File: config.mk
export PLATFORM = sky130hd
export DESIGN_NAME = lief_device_flat
export DESIGN_NICKNAME = d
export VERILOG_FILES = /design/src/inc/lief_pkg.sv /design/src/inc/lief_link_if.sv /design/src/rtl/lief_ddr_capture.sv /design/src/rtl/lief_device.sv /design/src/flat_wrapper.sv
export SDC_FILE = /design/constraint.sdc
export NUM_CORES = 1
export LEC_CHECK = 0
export BUFFER_PORTS_ARGS = -buffer_cell sky130_fd_sc_hd__buf_2
export CORE_MARGIN = 1
export CORE_UTILIZATION = 27
export CTS_BUF_LIST = sky130_fd_sc_hd__clkbuf_8
export CTS_CLUSTER_DIAMETER = 120
export DETAILED_ROUTE_END_ITERATION = 10
export HOLD_SLACK_MARGIN = 0.12
export PLACE_DENSITY = 0.47
export SYNTH_ARGS = -nofsm -noshare
export SYNTH_HDL_FRONTEND = slang
export SYNTH_SLANG_ARGS = --single-unit
File: constraint.sdc
create_clock -name clk -period 2.9 [get_ports clk]
set_input_delay 0.435 -clock clk [delete_from_list [all_inputs] [get_ports clk]]
set_output_delay 0.435 -clock clk [all_outputs]
set_load 0.01 [all_outputs]
File: src/inc/lief_pkg.sv
`default_nettype none
package lief_pkg;
	localparam int WORD_W   = 16;
	localparam int SAMPLE_W = 64;
	localparam int DEPTH    = 8;
	localparam int PTR_W    = 3;
	localparam int ADDR_W   = 8;
	localparam int DATA_W   = 16;
	localparam int SEL_W    = 4;
	localparam int INTERP_DEFAULT = 8;
	localparam int HALF_DEFAULT   = 4;

	typedef logic [PTR_W-1:0] lief_ptr_t;
	typedef logic [SEL_W-1:0] lief_sel_t;
	typedef enum logic [0:0] {
		SRC_LOW  = 1'b0,
		SRC_HIGH = 1'b1
	} lief_phase_t;

	// =====================================================
	// register map
	localparam logic [ADDR_W-1:0] ADDR_CTRL     = 8'h00;
	localparam logic [ADDR_W-1:0] ADDR_STATUS   = 8'h01;
	localparam logic [ADDR_W-1:0] ADDR_SIF_SYNC = 8'h02;
	localparam logic [ADDR_W-1:0] ADDR_VERSION  = 8'h7F;

	localparam int CTRL_ENA_BIT   = 0;
	localparam int CTRL_START_LSB = 1;
	localparam int CTRL_SELIN_LSB = 4;
	localparam int CTRL_SELOUT_LSB = 8;
	localparam int STAT_COLL_BIT  = 0;
	localparam int STAT_WPTR_LSB  = 4;
	localparam int STAT_RPTR_LSB  = 8;
	localparam int VER_PART_LSB   = 3;
	localparam int VER_REV_LSB    = 0;

	localparam logic      ENA_RESET   = 1'h1;
	localparam lief_ptr_t START_RESET = 3'h4;
	localparam lief_ptr_t WPTR_HOME   = 3'h0;
	localparam lief_sel_t SEL_RESET   = 4'h0;

	// select field bit positions
	localparam int SEL_SYNC_BIT = 0;
	localparam int SEL_INPUT_STROBE_PIN_BIT = 1;
	localparam int SEL_OUTPUT_STROBE_PIN_BIT = 2;
	localparam int SEL_SIF_BIT  = 3;

	function automatic logic lief_sync_hit(input lief_sel_t sel, input logic input_strobe_pin_e,
		input logic output_strobe_pin_e, input logic sif_e);
		lief_sync_hit = (sel[SEL_INPUT_STROBE_PIN_BIT] & input_strobe_pin_e) | (sel[SEL_OUTPUT_STROBE_PIN_BIT] & output_strobe_pin_e)
			| (sel[SEL_SIF_BIT] & sif_e);
	endfunction : lief_sync_hit
endpackage : lief_pkg
`default_nettype wire

File: src/inc/lief_link_if.sv
`default_nettype none
interface lief_link_if;
	logic                      input_ddr_clock;
	logic [lief_pkg::WORD_W-1:0] pair_one_bus;
	logic [lief_pkg::WORD_W-1:0] pair_two_bus;
	logic                      input_strobe_pin;
	logic                      output_strobe_pin;

	modport dev_mp (
		input input_ddr_clock, pair_one_bus, pair_two_bus, input_strobe_pin,
		output_strobe_pin
	);
	modport src_mp (
		output input_ddr_clock, pair_one_bus, pair_two_bus, input_strobe_pin,
		output_strobe_pin
	);
endinterface : lief_link_if
`default_nettype wire

File: src/rtl/lief_ddr_capture.sv
`default_nettype none
module lief_ddr_capture
	import lief_pkg::*;
(
	input  wire logic              clk,        // system clock
	input  wire logic              reset,      // sync reset
	input  wire logic              ddr_clk,    // data clock pin
	input  wire logic [WORD_W-1:0] bus_one,    // first pair pins
	input  wire logic [WORD_W-1:0] bus_two,    // second pair pins
	input  wire logic              strobe,     // input strobe pin
	output logic                   rise_evt,   // data clock rose
	output logic                   fall_evt,   // data clock fell
	output logic      [WORD_W-1:0] word_one,   // synced first bus
	output logic      [WORD_W-1:0] word_two,   // synced second bus
	output logic                   strobe_lvl  // synced strobe
);
	import lief_pkg::*;
	localparam int VW = 2 * WORD_W + 2;

	// =====================================================
	// pin synchroniser, one shared delay keeps data aligned to clock
	logic [VW-1:0] meta_q;
	logic [VW-1:0] sync_q;
	logic          prev_q;

	always_ff @(posedge clk) begin
		if (reset) begin
			meta_q <= '0;
			sync_q <= '0;
			prev_q <= 1'h0;
		end else begin
			meta_q <= {ddr_clk, strobe, bus_two, bus_one};
			sync_q <= meta_q;
			prev_q <= sync_q[VW-1];
		end
	end

	assign rise_evt   = sync_q[VW-1] & ~prev_q;
	assign fall_evt   = ~sync_q[VW-1] & prev_q;
	assign strobe_lvl = sync_q[VW-2];
	assign word_one   = sync_q[WORD_W-1:0];
	assign word_two   = sync_q[2*WORD_W-1:WORD_W];
endmodule : lief_ddr_capture
`default_nettype wire

File: src/rtl/lief_device.sv
`default_nettype none
module lief_device
	import lief_pkg::*;
#(
	parameter int INTERP = INTERP_DEFAULT,   // converter clock per read
	parameter logic [1:0] PART_ID  = 2'h2,   // arbitrary value
	parameter logic [2:0] REVISION = 3'h5    // arbitrary value
) (
	input  wire logic                clk,       // converter clock
	input  wire logic                reset,     // sync reset
	lief_link_if.dev_mp              link,      // pins from source
	input  wire logic   [ADDR_W-1:0] reg_addr,  // register address
	input  wire logic   [DATA_W-1:0] reg_wdata, // write data
	input  wire logic                reg_write, // write strobe
	input  wire logic                reg_read,  // read strobe
	output logic        [DATA_W-1:0] reg_rdata, // read data, next cycle
	output logic      [SAMPLE_W-1:0] out_sample, // sample to converter
	output logic                     out_valid   // one cycle per read
);
	import lief_pkg::*;

	// =====================================================
	// registers
	logic        ena_q;
	lief_ptr_t   start_q;
	lief_sel_t   sel_in_q;
	lief_sel_t   sel_out_q;
	logic        coll_q;
	logic [DATA_W-1:0] rdata_q;
	logic        sif_evt;
	logic        coll_set;
	lief_ptr_t   wr_ptr_q;
	lief_ptr_t   rd_ptr_q;

	assign sif_evt = reg_write & (reg_addr == ADDR_SIF_SYNC);

	always_ff @(posedge clk) begin
		if (reset) begin
			ena_q     <= ENA_RESET;
			start_q   <= START_RESET;
			sel_in_q  <= SEL_RESET;
			sel_out_q <= SEL_RESET;
		end else if (reg_write && reg_addr == ADDR_CTRL) begin
			ena_q     <= reg_wdata[CTRL_ENA_BIT];
			start_q   <= reg_wdata[CTRL_START_LSB +: PTR_W];
			sel_in_q  <= reg_wdata[CTRL_SELIN_LSB +: SEL_W];
			sel_out_q <= reg_wdata[CTRL_SELOUT_LSB +: SEL_W];
		end
	end

	// set wins over a write-one clear in the same cycle
	always_ff @(posedge clk) begin
		if (reset) begin
			coll_q <= 1'h0;
		end else if (coll_set) begin
			coll_q <= 1'h1;
		end else if (reg_write && reg_addr == ADDR_STATUS && reg_wdata[STAT_COLL_BIT]) begin
			coll_q <= 1'h0;
		end
	end

	always_ff @(posedge clk) begin
		if (reset) begin
			rdata_q <= '0;
		end else if (reg_read) begin
			case (reg_addr)
				ADDR_CTRL: begin
					rdata_q <= DATA_W'({sel_out_q, sel_in_q, start_q, ena_q});
				end
				ADDR_STATUS: begin
					rdata_q <= '0;
					rdata_q[STAT_COLL_BIT] <= coll_q;
					rdata_q[STAT_WPTR_LSB +: PTR_W] <= wr_ptr_q;
					rdata_q[STAT_RPTR_LSB +: PTR_W] <= rd_ptr_q;
				end
				ADDR_VERSION: begin
					rdata_q <= '0;
					rdata_q[VER_PART_LSB +: 2] <= PART_ID;
					rdata_q[VER_REV_LSB +: 3]  <= REVISION;
				end
				default: begin
					rdata_q <= '0;
				end
			endcase
		end else begin
			rdata_q <= '0;
		end
	end

	assign reg_rdata = rdata_q;

	// =====================================================
	// input capture
	logic              rise_evt;
	logic              fall_evt;
	logic [WORD_W-1:0] word_one;
	logic [WORD_W-1:0] word_two;
	logic              strobe_lvl;

	lief_ddr_capture u_cap (
		.clk        (clk),
		.reset      (reset),
		.ddr_clk    (link.input_ddr_clock),
		.bus_one    (link.pair_one_bus),
		.bus_two    (link.pair_two_bus),
		.strobe     (link.input_strobe_pin),
		.rise_evt   (rise_evt),
		.fall_evt   (fall_evt),
		.word_one   (word_one),
		.word_two   (word_two),
		.strobe_lvl (strobe_lvl)
	);

	logic [WORD_W-1:0]   first_one_q;
	logic [WORD_W-1:0]   first_two_q;
	logic [SAMPLE_W-1:0] sample;
	logic [SAMPLE_W-1:0] latest_q;
	logic                input_strobe_pin_q;
	logic                input_strobe_pin_edge;

	always_ff @(posedge clk) begin
		if (reset) begin
			first_one_q <= '0;
			first_two_q <= '0;
		end else if (rise_evt) begin
			first_one_q <= word_one;
			first_two_q <= word_two;
		end
	end

	// sample layout: fourth, third, second, first channel from top down
	assign sample = {word_two, first_two_q, word_one, first_one_q};

	always_ff @(posedge clk) begin
		if (reset) begin
			latest_q <= '0;
		end else if (fall_evt) begin
			latest_q <= sample;
		end
	end

	// strobe is only looked at on rising data clock edges
	always_ff @(posedge clk) begin
		if (reset) begin
			input_strobe_pin_q <= 1'h0;
		end else if (rise_evt) begin
			input_strobe_pin_q <= strobe_lvl;
		end
	end

	assign input_strobe_pin_edge = rise_evt & strobe_lvl & ~input_strobe_pin_q;

	// =====================================================
	// output strobe, sampled by the converter clock
	logic output_strobe_pin_meta_q;
	logic output_strobe_pin_sync_q;
	logic output_strobe_pin_prev_q;
	logic output_strobe_pin_edge;

	always_ff @(posedge clk) begin
		if (reset) begin
			output_strobe_pin_meta_q <= 1'h0;
			output_strobe_pin_sync_q <= 1'h0;
			output_strobe_pin_prev_q <= 1'h0;
		end else begin
			output_strobe_pin_meta_q <= link.output_strobe_pin;
			output_strobe_pin_sync_q <= output_strobe_pin_meta_q;
			output_strobe_pin_prev_q <= output_strobe_pin_sync_q;
		end
	end

	assign output_strobe_pin_edge = output_strobe_pin_sync_q & ~output_strobe_pin_prev_q;

	// =====================================================
	// buffer storage and write side
	logic [SAMPLE_W-1:0] mem_q [DEPTH];
	logic                wr_sync;

	assign wr_sync = lief_sync_hit(sel_in_q, input_strobe_pin_edge, output_strobe_pin_edge, sif_evt);

	always_ff @(posedge clk) begin
		if (reset) begin
			wr_ptr_q <= WPTR_HOME;
		end else if (wr_sync) begin
			wr_ptr_q <= WPTR_HOME;
		end else if (fall_evt) begin
			wr_ptr_q <= wr_ptr_q + 3'h1;
		end
	end

	for (genvar i = 0; i < DEPTH; i++) begin : g_loc
		always_ff @(posedge clk) begin
			if (reset) begin
				mem_q[i] <= '0;
			end else if (fall_evt && wr_ptr_q == PTR_W'(i)) begin
				mem_q[i] <= sample;
			end
		end
	end

	// =====================================================
	// read side, one read per INTERP converter clocks
	logic [7:0] div_q;
	logic       tick;
	logic       rd_input_strobe_pin_q;
	logic       rd_input_strobe_pin_edge;
	logic       output_strobe_pin_pend_q;
	logic       sif_pend_q;
	logic       rd_sync;
	lief_ptr_t  rd_addr;

	assign tick = (div_q == 8'(INTERP - 1));

	always_ff @(posedge clk) begin
		if (reset || tick) begin
			div_q <= '0;
		end else begin
			div_q <= div_q + 8'h01;
		end
	end

	// phase ambiguity here is why the output strobe is preferred
	always_ff @(posedge clk) begin
		if (reset) begin
			rd_input_strobe_pin_q <= 1'h0;
		end else if (tick) begin
			rd_input_strobe_pin_q <= input_strobe_pin_q;
		end
	end

	assign rd_input_strobe_pin_edge = input_strobe_pin_q & ~rd_input_strobe_pin_q;

	// events between ticks wait for the next read; new event beats consume
	always_ff @(posedge clk) begin
		if (reset) begin
			output_strobe_pin_pend_q <= 1'h0;
			sif_pend_q  <= 1'h0;
		end else begin
			output_strobe_pin_pend_q <= output_strobe_pin_edge | (output_strobe_pin_pend_q & ~tick);
			sif_pend_q  <= sif_evt | (sif_pend_q & ~tick);
		end
	end

	assign rd_sync = tick & lief_sync_hit(sel_out_q, rd_input_strobe_pin_edge, output_strobe_pin_pend_q,
		sif_pend_q);
	assign rd_addr = rd_sync ? start_q : rd_ptr_q;

	always_ff @(posedge clk) begin
		if (reset) begin
			rd_ptr_q <= START_RESET;
		end else if (tick) begin
			rd_ptr_q <= rd_addr + 3'h1;
		end
	end

	assign coll_set = tick & ena_q & (rd_addr == wr_ptr_q);

	always_ff @(posedge clk) begin
		if (reset) begin
			out_sample <= '0;
			out_valid  <= 1'h0;
		end else begin
			out_valid <= tick;
			if (tick) begin
				out_sample <= ena_q ? mem_q[rd_addr] : latest_q;
			end
		end
	end
endmodule : lief_device
`default_nettype wire

File: src/flat_wrapper.sv
// flat-port wrapper written by rule: the top's interface ports become plain ports
module lief_device_flat import lief_pkg::*;
#(
	parameter int INTERP = INTERP_DEFAULT,                              
	parameter logic [1:0] PART_ID  = 2'h2,                     
	parameter logic [2:0] REVISION = 3'h5                      
)
  (clk, reset, reg_addr, reg_wdata, reg_write, reg_read, reg_rdata, out_sample, out_valid, link_input_ddr_clock, link_pair_one_bus, link_pair_two_bus, link_input_strobe_pin, link_output_strobe_pin);
  lief_link_if link_i ();
  input  wire logic clk;
  input  wire logic reset;
  input  wire logic   [ADDR_W-1:0] reg_addr;
  input  wire logic   [DATA_W-1:0] reg_wdata;
  input  wire logic reg_write;
  input  wire logic reg_read;
  output logic        [DATA_W-1:0] reg_rdata;
  output logic      [SAMPLE_W-1:0] out_sample;
  output logic out_valid;
  input wire logic [$bits(link_i.input_ddr_clock)-1:0] link_input_ddr_clock;
  input wire logic [$bits(link_i.pair_one_bus)-1:0] link_pair_one_bus;
  input wire logic [$bits(link_i.pair_two_bus)-1:0] link_pair_two_bus;
  input wire logic [$bits(link_i.input_strobe_pin)-1:0] link_input_strobe_pin;
  input wire logic [$bits(link_i.output_strobe_pin)-1:0] link_output_strobe_pin;
  assign link_i.input_ddr_clock = link_input_ddr_clock;
  assign link_i.pair_one_bus = link_pair_one_bus;
  assign link_i.pair_two_bus = link_pair_two_bus;
  assign link_i.input_strobe_pin = link_input_strobe_pin;
  assign link_i.output_strobe_pin = link_output_strobe_pin;
  lief_device #(.INTERP(INTERP), .PART_ID(PART_ID), .REVISION(REVISION)) u_core (.clk(clk), .reset(reset), .link(link_i), .reg_addr(reg_addr), .reg_wdata(reg_wdata), .reg_write(reg_write), .reg_read(reg_read), .reg_rdata(reg_rdata), .out_sample(out_sample), .out_valid(out_valid));
endmodule
==> impl_metrics.tcl <==
set metrics [dict create \
    cp_cell_sequence "ha_1, buf_4, and3b_1, o211ai_1, buf_4, nand2_8, buf_12, a221oi_1, o41ai_1" \
    ys_types 55 \
    timing.critical_path.max_delay_family "compound AO/OA/AOI/OAI gates" \
    finalNetCount 3289 \
    grt_pass1_wl_mm 179 \
    path_common_cell "buf_4" \
    hold_path_depth 5 \
    clockBufferDepth 3 \
    area_growth_pct 19.5 \
    drc 0 \
    detail-route-antenna-nets 0 \
    finalHoldViolCount 0 \
    dr.pass1.iters 5 \
    wl_per_cell_um 24.1 \
    clock-skew-final_ns 0.0330 \
    finalSetupViolCount 0 \
    grt_overflow 0 \
    synthArstFlopShare 0 \
    routabilityCongestion 0.735 \
    synth_area_leader_cell "edfxtp_1" \
    hold_start "reg_addr[6]" \
    yosysWarnings 0 \
    mostFrequentLayoutCells "edfxtp_1 (512), nor2b_1 (329), and3_1 (322)" \
    synth_top_area_share 0.437 \
    synthCells 3065 \
    finalSetupTns_ns 0 \
    slew_headroom 0.339 \
    r2r_slack_ns 0.12 \
    synth.area.top_cells "edfxtp_1 (44%), dfxtp_1 (16%), nor2b_1 (5.9%), and3_1 (5.8%), a221oi_1 (4.7%)" \
    post-route-min-period_ns 2.78 \
    num_vias 25734 \
    cts_max_level 4 \
    crit_start "u_core.div_q[0]" \
    grt_pass1_vias 25919 \
    crit_buf_inv 3 \
    postRouteWirelength_mm 122 \
    fillers 12997 \
    hpwl_mm 64.3 \
    chipHeight_um 363 \
    cellPowerDensity_nw_per_um2 565 \
    r2r_end "u_core.out_sample[20]" \
    critical_path.max_fanout 57 \
    rows 132 \
    endpoint_kind "register" \
    r2r_cells 9 \
    p_int_uw 18100 \
    drive_gt1_frac 0.142 \
    p_leak_uw 0.0166 \
    synth_edf_count 512 \
    avgSynthCellArea_um2 11.5 \
    start_util 0.272 \
    ys_seq_area_frac 0.594 \
    core_area_um2 129000 \
    slowest_delay_ns 0.54 \
    die_area_um2 132000 \
    netSwitchingPower_uw 5680 \
    fin_total_pwr_uw 23700 \
    ys_seq_elements 788 \
    grtUsageTotal 0.183 \
    fmax_mhz 360 \
    post-route-period-util 0.957 \
    swShare 0.239 \
    tritoncts "yes" \
    ys.flop_type "edfxtp_1" \
    power_frac_seq 0.522 \
    rsz0062_at_grt "false" \
    pin_count 144 \
    start_kind "register" \
    crit_required_ns 3.57 \
    grt_max_degree 125 \
    antenna_found_initial 3 \
    crit_arrival_ns 3.45 \
    die_x_um 363 \
    cap_violations 0 \
    status "finished, final reports clean" \
    hold_path_class "input pin to register" \
    critPathKind "register to register" \
    portBuffers 135 \
    crit_cells 9 \
    worst_pin_slew_ns 0.992 \
    cts-buffers-inserted 145 \
    netlist_area_um2 35200 \
    clk_latency_ns 0.85 \
    path_clk_slew_ns 0.06 \
    final_max_slew_viol_count 0 \
    drt-initial-drc-count 2216 \
    final_util 0.325 \
    vias_per_cell 5.06 \
    cts_sinks 788 \
    cp-endpoint "u_core.out_sample[20]" \
    r2r_start "u_core.div_q[0]" \
    layout_commonest_cell "edfxtp_1" \
    root_buffer "clkbuf_8" \
    clock_power_share 0.442 \
    ir_drop_mv 0.433 \
    power_frac_comb 0.035 \
    cp_slowest_cell "o41ai_1" \
]
routing by layer:
layer,track usage,vias up,part of all wire
met1,0.236,13114,0.44
met3,0.0301,161,0.047
li1,-,11763,-
met4,0.0538,0,0.019
met2,0.313,696,0.49
met5,0,-,0
repair_timing:
item,CTS,global route
hold endpoints to repair,82,0
setup endpoints to repair,0,7
resized for setup,0,1
hold buffers,79,0
buffers inserted,0,1
tightest hold or removal path, stage by stage:
cell	delay, ns
buf_2	0.09
nor4_1	0.05
and3b_1	0.23
a31oi_1	0.18
nor2_1	0.06
synth_stat cells (4+ instances only):
library cell and count:
a2111oi_0 63, o41ai_1 65, xor2_1 4, nor3_1 7
clkbuf_1 261, a21oi_1 106, nor2b_1 331, xnor2_1 6
and2_1 199, nor2_1 34, and3_1 325, nand3_1 6
inv_1 8, buf_4 5, nand3b_1 67, buf_1 23
ha_1 8, a221oi_1 190, nand2_1 275, mux2_2 7
buf_2 25, dfxtp_1 276, a311o_1 63, a211oi_1 4
mux2i_1 80, a21o_1 72, edfxtp_1 512
worst min-delay path by stage:
stage | end | slack [ns]
after floorplan | u_core.output_strobe_pin_sync_q | 0.41
after global placement | u_core.u_cap.sync_q[18] | 0.42
after detailed placement | u_core.u_cap.sync_q[31] | 0.42
after CTS | u_core.reg_rdata[2] | 0.15
after global routing | u_core.reg_rdata[2] | 0.23
final | u_core.reg_rdata[2] | 0.25
power by group through the flow:
stage	combinational, µW	sequential [µW]	clock (µW)
floorplan	413	12600	0
global placement	779	12600	0
detailed placement	785	12600	0
CTS	847	12400	10800
global route	900	12400	11300
finish	842	12400	10500
state kept, by name (all words and copies together) (netlist names), 4 cells and up:
signal	flops
u_core.sel_out_q	4
u_core.mem_q	512
u_core.out_sample	64
u_core.div_q	8
u_core.u_cap.sync_q	34
u_core.u_cap.meta_q	34
u_core.first_two_q	16
u_core.first_one_q	16
u_core.reg_rdata	12
u_core.sel_in_q	4
u_core.latest_q	64
through the flow:
stage               std cells  setup slack [ns]  hold slack (ns)  cell area [µm²]
global placement         4732             0.194            0.417            38400
CTS                      5079             0.129            0.149            42000
floorplan                3068             0.309            0.414            35200
global route             5082            0.0166            0.235            42000
detailed placement       4732             0.168            0.420            38400
finish                   5084             0.124            0.250            42000
area by class of cell:
class                   instances  area (µm²)  share of cell area
flip-flops and latches        788       20900               0.497
multi-input cells            1957       13200               0.314
repair buffers                318        2890              0.0688
clock buffers                 167        2300              0.0547
well taps                    1742        2180              0.0518
clock inverters               101         526              0.0125
inverters                       8        30.0            0.000714
diodes                          3        7.51            0.000179
cell families after synthesis:
| kind of cell | count (synthesis) | synth area share |
|---|---|---|
| AOI/OAI and AO/OA | 585 | 0.133 |
| xor gates and xnor gates | 10 | 0.00249 |
| adders and majority gates | 8 | 0.00285 |
| buffers and inverters | 323 | 0.0359 |
| DFF | 788 | 0.594 |
| muxes | 89 | 0.0260 |
| other | 1 | 0.000107 |
| and+or+nand+nor | 1261 | 0.205 |
Power figures use the tool's default switching activity.
